File: src/pkg/csc_cfg.svh
// constants of the colour space converter input formatter and control
//
// Overview of operation
// - reset loads input_format_select (D0-D2) with 4, the 4:4:4 format.
// - reset sets serial_output_enable 1, matrix_enable 0, blanking 0.
// - mode from format code, matrix_enable and lookup_table_enable: 1/5/9, plus one with matrix, plus two with tables.
// - lookup_table_enable pin high applies gamma tables, low bypasses them.
// - blanking control 0 forces Y 16, Cb/Cr 128 while line ref low.
// - clock source 1 uses qualifier; 0 runs unqualified up to 16 MHz.
// - output bus driven only with serial enable 1 and fast enable low.
// - format 0 chroma is 4-bit U/V pairs on lines 37..34, MSB first.
// - formats 0 and 2 capture on qualified edges, clock twice sample rate.
// - format 1 chroma: blue at sample 0, red at sample 2, period four.
// - format 2 chroma alternates blue and red each sample, blue first.
// - format 3 blue on chroma bus, red on red input, even samples.
// - format 4 carries Y, Cb, Cr in parallel at full rate.
// - mode 9 passes input through; mode 10 adds matrix without filter.
`ifndef CSC_CFG_SVH
`define CSC_CFG_SVH

`define CSC_SUB_CTRL     8'h00
`define CSC_FMT_MSB      2
`define CSC_FMT_LSB      0
`define CSC_MAT_BIT      3
`define CSC_BLANK_BIT    4
`define CSC_SOE_BIT      5
`define CSC_CTRL_RST     8'h24
`define CSC_Y_BLANK      8'h10
`define CSC_C_BLANK      8'h80
`define CSC_SLV_BASE     6'h2b
`define CSC_BYTE_BITS    4'h8
`define CSC_MODE_411     4'h1
`define CSC_MODE_422     4'h5
`define CSC_MODE_444     4'h9
`define CSC_MAX_RATE_MHZ 16

`endif

File: src/pkg/csc_pkg.sv
// types of the colour space converter input formatter and control
package csc_pkg;

	// serial control receiver states, gray along the write path
	typedef enum logic [2:0] {
		RX_IDLE  = 3'b000,
		RX_ADDR  = 3'b001,
		RX_ACK_A = 3'b011,
		RX_SUB   = 3'b010,
		RX_ACK_S = 3'b110,
		RX_DATA  = 3'b111,
		RX_ACK_D = 3'b101
	} rx_state_t;

	typedef struct packed {
		logic       scl_s1;
		logic       scl_s2;
		logic       scl_s3;
		logic       sda_s1;
		logic       sda_s2;
		logic       sda_s3;
		logic       adr_s1;
		logic       adr_s2;
		rx_state_t  state;
		logic [3:0] cnt;
		logic [7:0] shift;
		logic [7:0] sub;
		logic [7:0] ctrl;
	} rx_regs_t;

	typedef struct packed {
		logic [1:0] line_active_reference_s;
		logic       line_active_reference_d;
		logic [1:0] qual_s;
		logic [1:0] src_s;
		logic [1:0] lut_s;
		logic [1:0] oen_s;
		logic [7:0] luma_s1;
		logic [7:0] luma_s2;
		logic [7:0] chr_s1;
		logic [7:0] chr_s2;
		logic [7:0] red_s1;
		logic [7:0] red_s2;
		logic [1:0] phase;
		logic [5:0] u_acc;
		logic [5:0] v_acc;
		logic [7:0] y_out;
		logic [7:0] cb_out;
		logic [7:0] cr_out;
		logic       valid;
		logic [3:0] mode;
		logic [1:0] filt;
		logic       mat_on;
		logic       lut_on;
		logic       oe;
	} fmt_regs_t;

endpackage

File: src/design/csc_ctrl_rx.sv
// serial control receiver holding the format and output control register
`timescale 1ns/1ps
`default_nettype none
`include "csc_cfg.svh"

module csc_ctrl_rx
	import csc_pkg::*;
(
	input  wire logic       clk,
	input  wire logic       rst_n,
	input  wire logic       scl_in,
	input  wire logic       sda_in,
	input  wire logic       addr_sel,
	output logic            sda_out,
	output logic            sda_oe,
	output logic [7:0]      ctrl
);

	rx_regs_t r_reg;
	rx_regs_t r_next;
	logic     rise;
	logic     fall;
	logic     start;
	logic     stop;
	logic     byte_done;

	// bus events seen only after the two-stage synchronisers
	assign rise      = r_reg.scl_s2 & ~r_reg.scl_s3;
	assign fall      = ~r_reg.scl_s2 & r_reg.scl_s3;
	assign start     = r_reg.scl_s2 & r_reg.scl_s3 & r_reg.sda_s3
		& ~r_reg.sda_s2;
	assign stop      = r_reg.scl_s2 & r_reg.scl_s3 & ~r_reg.sda_s3
		& r_reg.sda_s2;
	assign byte_done = fall && (r_reg.cnt == `CSC_BYTE_BITS);

	// next state of the receiver; write-only, reads are not acknowledged
	always_comb begin
		r_next        = r_reg;
		r_next.scl_s1 = scl_in;
		r_next.scl_s2 = r_reg.scl_s1;
		r_next.scl_s3 = r_reg.scl_s2;
		r_next.sda_s1 = sda_in;
		r_next.sda_s2 = r_reg.sda_s1;
		r_next.sda_s3 = r_reg.sda_s2;
		r_next.adr_s1 = addr_sel;
		r_next.adr_s2 = r_reg.adr_s1;
		if (rise && r_reg.cnt < `CSC_BYTE_BITS && (r_reg.state == RX_ADDR
			|| r_reg.state == RX_SUB || r_reg.state == RX_DATA)) begin
			r_next.shift = {r_reg.shift[6:0], r_reg.sda_s2};
			r_next.cnt   = r_reg.cnt + 4'h1;
		end
		unique case (r_reg.state)
			RX_IDLE: ;
			RX_ADDR: if (byte_done) begin
				r_next.cnt   = 4'h0;
				r_next.state = (r_reg.shift == {`CSC_SLV_BASE,
					r_reg.adr_s2, 1'b0}) ? RX_ACK_A : RX_IDLE;
			end
			RX_ACK_A: if (fall)
				r_next.state = RX_SUB;
			RX_SUB: if (byte_done) begin
				r_next.cnt   = 4'h0;
				r_next.sub   = r_reg.shift;
				r_next.state = RX_ACK_S;
			end
			RX_ACK_S: if (fall)
				r_next.state = RX_DATA;
			RX_DATA: if (byte_done) begin
				r_next.cnt   = 4'h0;
				if (r_reg.sub == `CSC_SUB_CTRL)
					r_next.ctrl = r_reg.shift;
				r_next.sub   = r_reg.sub + 8'h01;
				r_next.state = RX_ACK_D;
			end
			RX_ACK_D: if (fall)
				r_next.state = RX_DATA;
			default: r_next.state = RX_IDLE;
		endcase
		// start and stop override any byte in progress
		if (start) begin
			r_next.state = RX_ADDR;
			r_next.cnt   = 4'h0;
		end else if (stop) begin
			r_next.state = RX_IDLE;
		end
	end

	// reset loads the documented control defaults
	always_ff @(posedge clk or negedge rst_n) begin
		if (!rst_n) begin
			r_reg       <= '0;
			r_reg.scl_s1 <= 1'b1;
			r_reg.scl_s2 <= 1'b1;
			r_reg.scl_s3 <= 1'b1;
			r_reg.sda_s1 <= 1'b1;
			r_reg.sda_s2 <= 1'b1;
			r_reg.sda_s3 <= 1'b1;
			r_reg.ctrl  <= `CSC_CTRL_RST;
		end else begin
			r_reg <= r_next;
		end
	end

	// acknowledge by pulling the data line low
	assign sda_out = 1'b0;
	assign sda_oe  = (r_reg.state == RX_ACK_A) || (r_reg.state == RX_ACK_S)
		|| (r_reg.state == RX_ACK_D);
	assign ctrl    = r_reg.ctrl;

	property p_rst_ctrl;
		@(posedge clk) $rose(rst_n) |-> ctrl == `CSC_CTRL_RST;
	endproperty
	a_rst_ctrl: assert property (p_rst_ctrl)
		else $error("control register not at reset value");

	property p_ctrl_write;
		@(posedge clk) disable iff (!rst_n)
		$changed(ctrl) |-> $past(r_reg.state) == RX_DATA
			&& $past(r_reg.sub) == `CSC_SUB_CTRL;
	endproperty
	a_ctrl_write: assert property (p_ctrl_write)
		else $error("control register changed outside a write");

endmodule
`default_nettype wire

File: src/design/csc_formatter.sv
// input formatter and control of the colour space converter
`timescale 1ns/1ps
`default_nettype none
`include "csc_cfg.svh"

module csc_formatter
	import csc_pkg::*;
(
	input  wire logic       CLK_SYS,
	input  wire logic       RSTN,
	input  wire logic       SCL,
	input  wire logic       SDA_IN,
	output logic            SDA_OUT,
	output logic            SDA_OE,
	input  wire logic       ADDR_SEL,
	input  wire logic [7:0] LUMA_INPUT_BUS,
	input  wire logic [7:0] CHROMA_INPUT_BUS,
	input  wire logic [7:0] RED_DIFFERENCE_INPUT,
	input  wire logic       CLOCK_QUALIFIER,
	input  wire logic       LINE_ACTIVE_REFERENCE,
	input  wire logic       CLOCK_SOURCE_SELECT,
	input  wire logic       LOOKUP_TABLE_ENABLE,
	input  wire logic       FAST_OUTPUT_ENABLE_N,
	output logic [7:0]      Y_OUT,
	output logic [7:0]      CB_OUT,
	output logic [7:0]      CR_OUT,
	output logic            SAMPLE_VALID,
	output logic [3:0]      FUNCTIONAL_MODE,
	output logic [1:0]      FILTER_SELECT,
	output logic            MATRIX_ON,
	output logic            LOOKUP_TABLE_ON,
	output logic            PIXEL_OUTPUT_BUS_OE
);

	fmt_regs_t  s_reg;
	fmt_regs_t  s_next;
	logic [7:0] ctrl;
	logic [2:0] fmt;
	logic       mat_en;
	logic       blank_ctl;
	logic       ser_oe;
	logic       capture;
	logic       line_start;
	logic       force_blank;

	// functional mode: filter base plus matrix, plus two with the tables
	function automatic logic [3:0] mode_of(input logic [2:0] f,
		input logic m, input logic l);
		logic [3:0] base;
		base = (f < 3'h2) ? `CSC_MODE_411 :
			(f < 3'h4) ? `CSC_MODE_422 : `CSC_MODE_444;
		return base + {3'h0, m} + {2'h0, l, 1'b0};
	endfunction

	// control register arrives over the two-wire serial port
	csc_ctrl_rx u_rx (
		.clk      (CLK_SYS),
		.rst_n    (RSTN),
		.scl_in   (SCL),
		.sda_in   (SDA_IN),
		.addr_sel (ADDR_SEL),
		.sda_out  (SDA_OUT),
		.sda_oe   (SDA_OE),
		.ctrl     (ctrl)
	);

	// decoded control fields
	assign fmt       = ctrl[`CSC_FMT_MSB:`CSC_FMT_LSB];
	assign mat_en    = ctrl[`CSC_MAT_BIT];
	assign blank_ctl = ctrl[`CSC_BLANK_BIT];
	assign ser_oe    = ctrl[`CSC_SOE_BIT];

	// unqualified source treats the qualifier as always high
	assign capture     = s_reg.src_s[1] ? s_reg.qual_s[1] : 1'b1;
	assign line_start  = s_reg.line_active_reference_s[1] & ~s_reg.line_active_reference_d;
	// latches forced while outside the active line when blanking control is 0
	assign force_blank = ~blank_ctl & ~s_reg.line_active_reference_s[1];

	// next state: synchronisers, demultiplexer and mode decode
	always_comb begin
		s_next         = s_reg;
		s_next.line_active_reference_s  = {s_reg.line_active_reference_s[0], LINE_ACTIVE_REFERENCE};
		s_next.line_active_reference_d  = s_reg.line_active_reference_s[1];
		s_next.qual_s  = {s_reg.qual_s[0], CLOCK_QUALIFIER};
		s_next.src_s   = {s_reg.src_s[0], CLOCK_SOURCE_SELECT};
		s_next.lut_s   = {s_reg.lut_s[0], LOOKUP_TABLE_ENABLE};
		s_next.oen_s   = {s_reg.oen_s[0], FAST_OUTPUT_ENABLE_N};
		s_next.luma_s1 = LUMA_INPUT_BUS;
		s_next.luma_s2 = s_reg.luma_s1;
		s_next.chr_s1  = CHROMA_INPUT_BUS;
		s_next.chr_s2  = s_reg.chr_s1;
		s_next.red_s1  = RED_DIFFERENCE_INPUT;
		s_next.red_s2  = s_reg.red_s1;
		s_next.valid   = 1'b0;

		// mode and path selection follow register and fast pin
		s_next.mode    = mode_of(fmt, mat_en, s_reg.lut_s[1]);
		s_next.filt    = (fmt < 3'h2) ? 2'h1 : (fmt < 3'h4) ? 2'h2 : 2'h0;
		s_next.mat_on  = mat_en;
		s_next.lut_on  = s_reg.lut_s[1];
		// both enables must agree before the bus is driven
		s_next.oe      = ser_oe & ~s_reg.oen_s[1];

		if (capture) begin
			s_next.valid = 1'b1;
			// phase restarts when a sample is captured in the line_start cycle
			s_next.phase = line_start ? 2'h1 : s_reg.phase + 2'h1;
			if (force_blank) begin
				s_next.y_out  = `CSC_Y_BLANK;
				s_next.cb_out = `CSC_C_BLANK;
				s_next.cr_out = `CSC_C_BLANK;
			end else begin
				s_next.y_out = s_reg.luma_s2;
				unique case (fmt)
					3'h0: begin
						// two U and two V bits per sample, msb first
						s_next.u_acc = {s_reg.u_acc[3:0], s_reg.chr_s2[7:6]};
						s_next.v_acc = {s_reg.v_acc[3:0], s_reg.chr_s2[5:4]};
						if (!line_start && s_reg.phase == 2'h3) begin
							s_next.cb_out = {s_reg.u_acc, s_reg.chr_s2[7:6]};
							s_next.cr_out = {s_reg.v_acc, s_reg.chr_s2[5:4]};
						end
					end
					3'h1: begin
						// blue on phase 0, red on phase 2
						if (line_start || s_reg.phase == 2'h0)
							s_next.cb_out = s_reg.chr_s2;
						else if (s_reg.phase == 2'h2)
							s_next.cr_out = s_reg.chr_s2;
					end
					3'h2: begin
						// blue on even samples, red on odd
						if (line_start || !s_reg.phase[0])
							s_next.cb_out = s_reg.chr_s2;
						else
							s_next.cr_out = s_reg.chr_s2;
					end
					3'h3: begin
						// both components on even samples only
						if (line_start || !s_reg.phase[0]) begin
							s_next.cb_out = s_reg.chr_s2;
							s_next.cr_out = s_reg.red_s2;
						end
					end
					default: begin
						// full-rate parallel, also covers unused codes
						s_next.cb_out = s_reg.chr_s2;
						s_next.cr_out = s_reg.red_s2;
					end
				endcase
			end
		end
	end

	// one register bank for all formatter state
	always_ff @(posedge CLK_SYS or negedge RSTN) begin
		if (!RSTN) begin
			s_reg        <= '0;
			s_reg.y_out  <= `CSC_Y_BLANK;
			s_reg.cb_out <= `CSC_C_BLANK;
			s_reg.cr_out <= `CSC_C_BLANK;
			s_reg.oen_s  <= 2'h3;
			s_reg.mode   <= `CSC_MODE_444;
		end else begin
			s_reg <= s_next;
		end
	end

	// all data and control outputs come from flip-flops
	assign Y_OUT               = s_reg.y_out;
	assign CB_OUT              = s_reg.cb_out;
	assign CR_OUT              = s_reg.cr_out;
	assign SAMPLE_VALID        = s_reg.valid;
	assign FUNCTIONAL_MODE     = s_reg.mode;
	assign FILTER_SELECT       = s_reg.filt;
	assign MATRIX_ON           = s_reg.mat_on;
	assign LOOKUP_TABLE_ON     = s_reg.lut_on;
	assign PIXEL_OUTPUT_BUS_OE = s_reg.oe;

	property p_oe_on;
		@(posedge CLK_SYS) disable iff (!RSTN)
		(ser_oe && !s_reg.oen_s[1]) |=> PIXEL_OUTPUT_BUS_OE;
	endproperty
	a_oe_on: assert property (p_oe_on)
		else $error("output bus not enabled");

	property p_oe_off;
		@(posedge CLK_SYS) disable iff (!RSTN)
		(!ser_oe || s_reg.oen_s[1]) |=> !PIXEL_OUTPUT_BUS_OE;
	endproperty
	a_oe_off: assert property (p_oe_off)
		else $error("output bus driven while disabled");

	property p_blank;
		@(posedge CLK_SYS) disable iff (!RSTN)
		(capture && !blank_ctl && !s_reg.line_active_reference_s[1]) |=>
			Y_OUT == `CSC_Y_BLANK && CB_OUT == `CSC_C_BLANK
			&& CR_OUT == `CSC_C_BLANK && SAMPLE_VALID;
	endproperty
	a_blank: assert property (p_blank)
		else $error("inputs not forced to blank levels");

	property p_mode_bypass;
		@(posedge CLK_SYS) disable iff (!RSTN)
		(fmt == 3'h4 && !mat_en && !s_reg.lut_s[1]) ##1
			(fmt == 3'h4 && !mat_en && !s_reg.lut_s[1])
			|-> FUNCTIONAL_MODE == 4'h9 && FILTER_SELECT == 2'h0;
	endproperty
	a_mode_bypass: assert property (p_mode_bypass)
		else $error("pass-through mode not selected");

	property p_mode_matrix;
		@(posedge CLK_SYS) disable iff (!RSTN)
		(fmt < 3'h2 && mat_en && s_reg.lut_s[1])
			|=> FUNCTIONAL_MODE == 4'h4 || $changed(ctrl)
			|| $changed(s_reg.lut_s[1]);
	endproperty
	a_mode_matrix: assert property (p_mode_matrix)
		else $error("wrong mode for 4:1:1 with matrix and tables");

	property p_lut;
		@(posedge CLK_SYS) disable iff (!RSTN)
		$rose(s_reg.lut_s[1]) |=> LOOKUP_TABLE_ON && FUNCTIONAL_MODE
			== mode_of($past(fmt), $past(mat_en), 1'b1);
	endproperty
	a_lut: assert property (p_lut)
		else $error("lookup tables not switched in");

	property p_qualified;
		@(posedge CLK_SYS) disable iff (!RSTN)
		(s_reg.src_s[1] && !s_reg.qual_s[1]) |=> !SAMPLE_VALID;
	endproperty
	a_qualified: assert property (p_qualified)
		else $error("sample taken without qualifier");

	property p_parallel;
		@(posedge CLK_SYS) disable iff (!RSTN)
		(capture && fmt == 3'h4 && blank_ctl) |=>
			Y_OUT == $past(s_reg.luma_s2) && CR_OUT == $past(s_reg.red_s2)
			&& CB_OUT == $past(s_reg.chr_s2);
	endproperty
	a_parallel: assert property (p_parallel)
		else $error("parallel sample not passed through");

	property p_alt_red;
		@(posedge CLK_SYS) disable iff (!RSTN)
		(capture && fmt == 3'h2 && blank_ctl && !line_start
			&& s_reg.phase[0]) |=> CR_OUT == $past(s_reg.chr_s2)
			&& $stable(CB_OUT);
	endproperty
	a_alt_red: assert property (p_alt_red)
		else $error("red difference not taken on odd sample");

endmodule
`default_nettype wire

File: config.mk
export PLATFORM = sky130hd
export DESIGN_NAME = csc_formatter
export DESIGN_NICKNAME = d
export VERILOG_FILES = /design/src/pkg/csc_pkg.sv /design/src/design/csc_ctrl_rx.sv /design/src/design/csc_formatter.sv
export VERILOG_INCLUDE_DIRS = /design/src /design/src/pkg
export SDC_FILE = /design/constraint.sdc
export NUM_CORES = 1
export LEC_CHECK = 0
export ABC_AREA = 1
export BUFFER_PORTS_ARGS = -buffer_cell sky130_fd_sc_hd__buf_4
export CAP_MARGIN = 10
export CORE_ASPECT_RATIO = 0.9
export CORE_UTILIZATION = 36
export CTS_CLUSTER_DIAMETER = 150
export DETAILED_ROUTE_END_ITERATION = 12
export PLACE_DENSITY_LB_ADDON = 0.15
export SLEW_MARGIN = 40
export SYNTH_ARGS = -nofsm -noshare
export SYNTH_HDL_FRONTEND = slang
export SYNTH_SLANG_ARGS = --single-unit
File: constraint.sdc
create_clock -name CLK_SYS -period 1.7 [get_ports CLK_SYS]
set_input_delay 0.17 -clock CLK_SYS [delete_from_list [all_inputs] [get_ports CLK_SYS]]
set_output_delay 0.17 -clock CLK_SYS [all_outputs]
set_load 0.01 [all_outputs]
# [Word-level counts from Yosys, hierarchy flattened]
# Cells that the tools add are included.
[classes] addsub=5 magnitude_cmp=3 n_eq_ne=28 n_mux=32 bitwise=19 reduce_logical=24
[op_table] operator="one-hot mux 16 bit (4 select lines)" n=1
[op_table] operator="2-to-1 mux 8 bit" n=7
[op_table] operator="2-to-1 mux 16 bit" n=3
[op_table] operator="2-to-1 mux 24 bit" n=1
[op_table] operator="2-to-1 mux 7 bit" n=3
[op_table] operator="!= test 3 bit, second input constant" n=7
[op_table] operator="!= test 4 x 1 -> 1 bit, second input constant" n=5
[op_table] operator="one-hot mux 3 bit (6 select lines)" n=1
[op_table] operator="one-hot mux 8 bit (2 select lines)" n=1
[op_table] operator="equality test 3 x 2 -> 1 bit, second input constant" n=4
[op_table] operator="2-to-1 mux 12 bit" n=1
[op_table] operator="2-to-1 mux 3 bit" n=4
[op_table] operator="2-to-1 mux 4 bit" n=3
[op_table] operator="one-hot mux 4 bit (3 select lines)" n=1
[op_table] operator="AND reduction 6 bit" n=2
[op_table] operator="AND 1 bit" n=10
[op_table] operator="equality test 3 bit, second input constant" n=3
[op_table] operator="NOT 1 bit" n=9
[op_table] operator="AND reduction 3 bit" n=3
[op_table] operator="adder 8 x 1 -> 8 bit, second input constant" n=1
[op_table] operator="equality test 8 bit" n=1
[op_table] operator="zero test 8 bit" n=1
[op_table] operator="2-to-1 mux 2 bit" n=4
[op_table] operator="equality test 3 x 1 -> 1 bit, second input constant" n=2
[op_table] operator="other kinds (20)" n=33
[word_totals] reg_bits=146 inputBits=34 out_inout_bits=36 wordCells=148

# [Logic depth before layout (Yosys ltp)]
[logic_depth] word_depth=9 depth_mapped=12 depth_no_buf=12

# [Modules after synthesis]
# A second synthesis with hierarchy kept.
[unflattened] cells_unflattened=614 area_unflattened_um2=6088.3
[modules_own_cells] mod="csc_formatter" instances=1 cells_each=368 area_each_um2=4026.4 seq_area_each_um2=2686.3
[modules_own_cells] mod="csc_ctrl_rx" instances=1 cells_each=246 area_each_um2=2062.0 seq_area_each_um2=985.9

# [Least setup slack after synthesis]
# OpenSTA, ideal clock, no wires.
[synth_path] kind="register -> register" start="register u_rx.r_reg[24] (netlist bit)" end="register u_rx.ctrl[3] (netlist name)" setup_ns=0.118 arrival_ns=1.383 t_required_ns=1.582 setup_slack_ns=0.199 path_stages_with_launch=11 n_path_buf=1 period_less_slack_ns=1.501 path_cell_list="dfrtp_1 inv_1 ha_1 nand3_1 nor2_2 nand2_2 inv_2 nand2_1 buf_6 nand2_1 o21ai_2"
[synth_between] elab_chain_cells=3
[synth_rtl] item="start: declaration" line_no="csc_ctrl_rx.sv:19" rtl="rx_regs_t r_reg;"
[synth_rtl] item="start signal: assignment" line_no="csc_ctrl_rx.sv:100" rtl="r_reg <= r_next;"
[synth_rtl] item="equality test 4 bit (no line)"
[synth_rtl] item="logical AND 1 bit" line_no="csc_ctrl_rx.sv:34" rtl="assign byte_done = fall && (r_reg.cnt == `CSC_BYTE_BITS);"
[synth_rtl] item="AND reduction 3 bit (no line)"
# No other way between the ends.
# A chain may end at the register's enable or synchronous reset.

# [Final worst setup path]
[layout_path] start="register u_rx.r_reg[24] (netlist bit)" end="register u_rx.r_reg[13] (netlist bit)"
[layout_between] elab_chain_cells=4 elab_cells_between_ends=5 classes_between="eq/ne: 3; reduce/logical: 2"
[layout_rtl] item="equality test 4 bit (no line) (*)"
[layout_rtl] item="logical AND 1 bit (*)" line_no="csc_ctrl_rx.sv:34"
[layout_rtl] item="!= test 2 x 1 -> 1 bit (no line)"
[layout_rtl] item="AND reduction 3 bit (no line) (*)"
# Mark *: on every way between the ends. The rest lies on a longest branch, timed or not.

==> results_dict.tcl <==
set metrics [dict create \
    gr-total-overflow 0 \
    grtUsageMet1_pct 20.1 \
    cts_tree "built" \
    grt.met3_usage_pct 5.78 \
    power.density_mw_per_mm2 1160 \
    fin_crit_sh_pct 92.6 \
    die_w_um 136 \
    place_area_mm2 0.00644 \
    start_kind "register" \
    tns_ns 0 \
    drive_above_1_share_pct 28.0 \
    clock-sinks 144 \
    synth_area_per_cell_um2 10.3 \
    ant_nets 0 \
    reg2reg_depth 8 \
    design_area_mm2 0.00743 \
    drtPass1Iterations 4 \
    clk_pin_slew_ns 0.06 \
    synth_enable_flop_cells 0 \
    postSynthCellCount 567 \
    reg2reg_from "u_rx.r_reg[24]" \
    worstPathArrival_ns 1.92 \
    drc 0 \
    largest_reg_flops 42 \
    hold_slack_ns 0.235 \
    crit_path_end_kind "register" \
    rsz0062_at_grt "yes" \
    nets 704 \
    cts_buffer_depth 2 \
    ys_seq_area_share_pct 62.1 \
    synth.distinct_cells 33 \
    fin_util_pct 47.6 \
    antenna_found_initial 0 \
    drt_iter0_markers 251 \
    hold_path_class "primary input to async pin" \
    dp.cells 808 \
    cts_made_buffers 17 \
    grt_pass1_vias 3925 \
    cp_slowest_stage_delay_ns 0.39 \
    hpwl_um 7880 \
    layout_commonest_cell "nand2_1" \
    insertion_delay_ns 0.42 \
    detailroute.via_count 4013 \
    ys_seq_elements 144 \
    grt_max_degree 37 \
    routedWlPerCell_um 13.4 \
    synthToLayoutAreaGrowth_pct 27.3 \
    layout.cells.most_common_list "139 x nand2_1, 129 x dfrtp_1, 78 x buf_4" \
    rows 43 \
    cpMaxStageDelayCell "dfrtp_1" \
    max-vdd-ir-drop_uv 779 \
    gp_congestion 0.835 \
    gr-usage-all-layers_pct 15.5 \
    crit_type "register to register" \
    maxClockFrequency_mhz 635 \
    core_area_mm2 0.0156 \
    r2r-end "u_rx.r_reg[13]" \
    status "complete, no violations" \
    crit_buf_inv 1 \
    synth_ff_type "dfrtp_1" \
    drv_slew 0 \
    critPathTopFamily "simple AND/OR/NAND/NOR gates" \
    io_pins 70 \
    reg2reg_slack_ns 0.13 \
    ys_warn_count 0 \
    wirelength_um 11800 \
    cp_data_required_time_ns 2.04 \
    busiest_layer "met2" \
    n_antenna_cell 0 \
    start_util_pct 37.4 \
    final-setup-viol-count 0 \
    die_h_um 123 \
    crit_fanout 8 \
    period_needed_ns 1.57 \
    die_area_mm2 0.0167 \
    synth_fp_nets 609 \
    hold_viol_final 0 \
    grt_pass1_wl_um 19400 \
    skew_ns 0.00869 \
    async_flop_share_pct 100 \
    gr-usage-met2_pct 23.8 \
    clock_tree.root_cell "clkbuf_16" \
    p_leak_uw 0.00355 \
    crit_chain "inv_1 -> ha_1 -> nand3_1 -> nor2_2 -> nand2_1 -> nand2_4 -> o21ai_0 -> a21oi_1" \
    viasPerCell 4.58 \
    layout.cells.non_filler 877 \
    htreeDepth 4 \
    drv_cap 0 \
    port_buffers 68 \
    netlist_area_mm2 0.00584 \
]
[stage by stage]
stage,total power (µW),setup slack (ns)
finish,8600,0.126
detailed placement,4800,0.0545
global route,9000,-0.00889
floorplan,4500,0.199
CTS,8690,0.0361
global placement,4770,0.0849
[power breakdown]
group / total [µW] / leakage, µW / internal, µW / switching, µW
Clock: 3810 / 0.000298 / 2340 / 1470
Combinational: 920 / 0.00148 / 418 / 502
Sequential: 3870 / 0.00177 / 3710 / 154
Total: 8600 / 0.00355 / 6470 / 2130
[synth_stat cells (2+ instances only)]
library cell,n,area (µm²)
nand2_2,11,68.8
nor2_2,3,18.8
buf_4,31,233
o21ai_0,34,170
inv_2,7,26.3
buf_2,2,10.0
xnor2_1,2,17.5
inv_1,43,161
o21ai_2,22,193
clkbuf_1,4,15.0
nand2_1,140,526
nand3_2,2,20.0
inv_4,2,12.5
nand2_4,2,22.5
buf_6,4,45.0
dfstp_2,15,394
o21ai_1,9,45.0
nor2_4,5,56.3
nor3_1,6,30.0
nand3_1,32,160
a22o_1,7,61.3
dfrtp_1,129,3230
xor2_1,2,17.5
ha_1,8,100
o22ai_1,2,12.5
nor2_1,30,113
a21oi_1,7,35.0
[metal layers]
layer | vias up | share of wire (%)
li1 | 1979 | -
met1 | 1946 | 46
met2 | 81 | 48
met3 | 7 | 5.3
met4 | 0 | 0.61
met5 | - | 0
[worst reg2reg max path, delay by kind of cell (launching register included)]
family                     cells  cell delay [ns]
buffers and inverters          1             0.08
DFF                            1             0.39
AOI/OAI and AO/OA              2             0.26
adders and majority gates      1             0.16
and+or+nand+nor                4             0.60
[how the worst max path moves through the flow]
stage / startpoint / endpoint / depth (start not counted)
2_1_floorplan: u_rx.r_reg[24] / u_rx.ctrl[3] / 10
3_3_place_gp: u_rx.ctrl[2] / CR_OUT[0] / 7
3_5_place_dp: u_rx.ctrl[2] / CR_OUT[3] / 7
4_1_cts: u_rx.ctrl[2] / CR_OUT[3] / 7
5_1_grt: u_rx.r_reg[24] / u_rx.r_reg[13] / 8
6_report: u_rx.r_reg[24] / u_rx.r_reg[13] / 8
[layout make-up]
class	instances	area, µm²
Clock inverter	10	125
Clock buffer	22	484
Inverter	52	204
Tap cell	202	253
Fill cell	1477	8170
Multi-Input combinational cell	330	1730
Timing Repair Buffer	116	1010
Sequential cell	144	3620
Timing Repair inverter	1	7.51
[cell families (layout without fill, tap and decap cells)]
logic type      count (synthesis)  in the layout  synth area share, %
compound gates                 85             85                 9.43
xor+xnor                        4              4                0.600
fa+ha+maj                       8              8                 1.72
buf+inv                        93            201                 8.62
flops                         144            144                 62.1
other cells                     1              1               0.0643
simple gates                  232            232                 17.5
[repair_timing]
action | CTS | global route
hold endpoints to repair | 107 | 0
hold buffers | 33 | 0
setup endpoints to repair | 0 | 33
buffers inserted | 0 | 3
gates resized for setup | 0 | 7
Note: power is estimated with default switching activity, not from simulation.
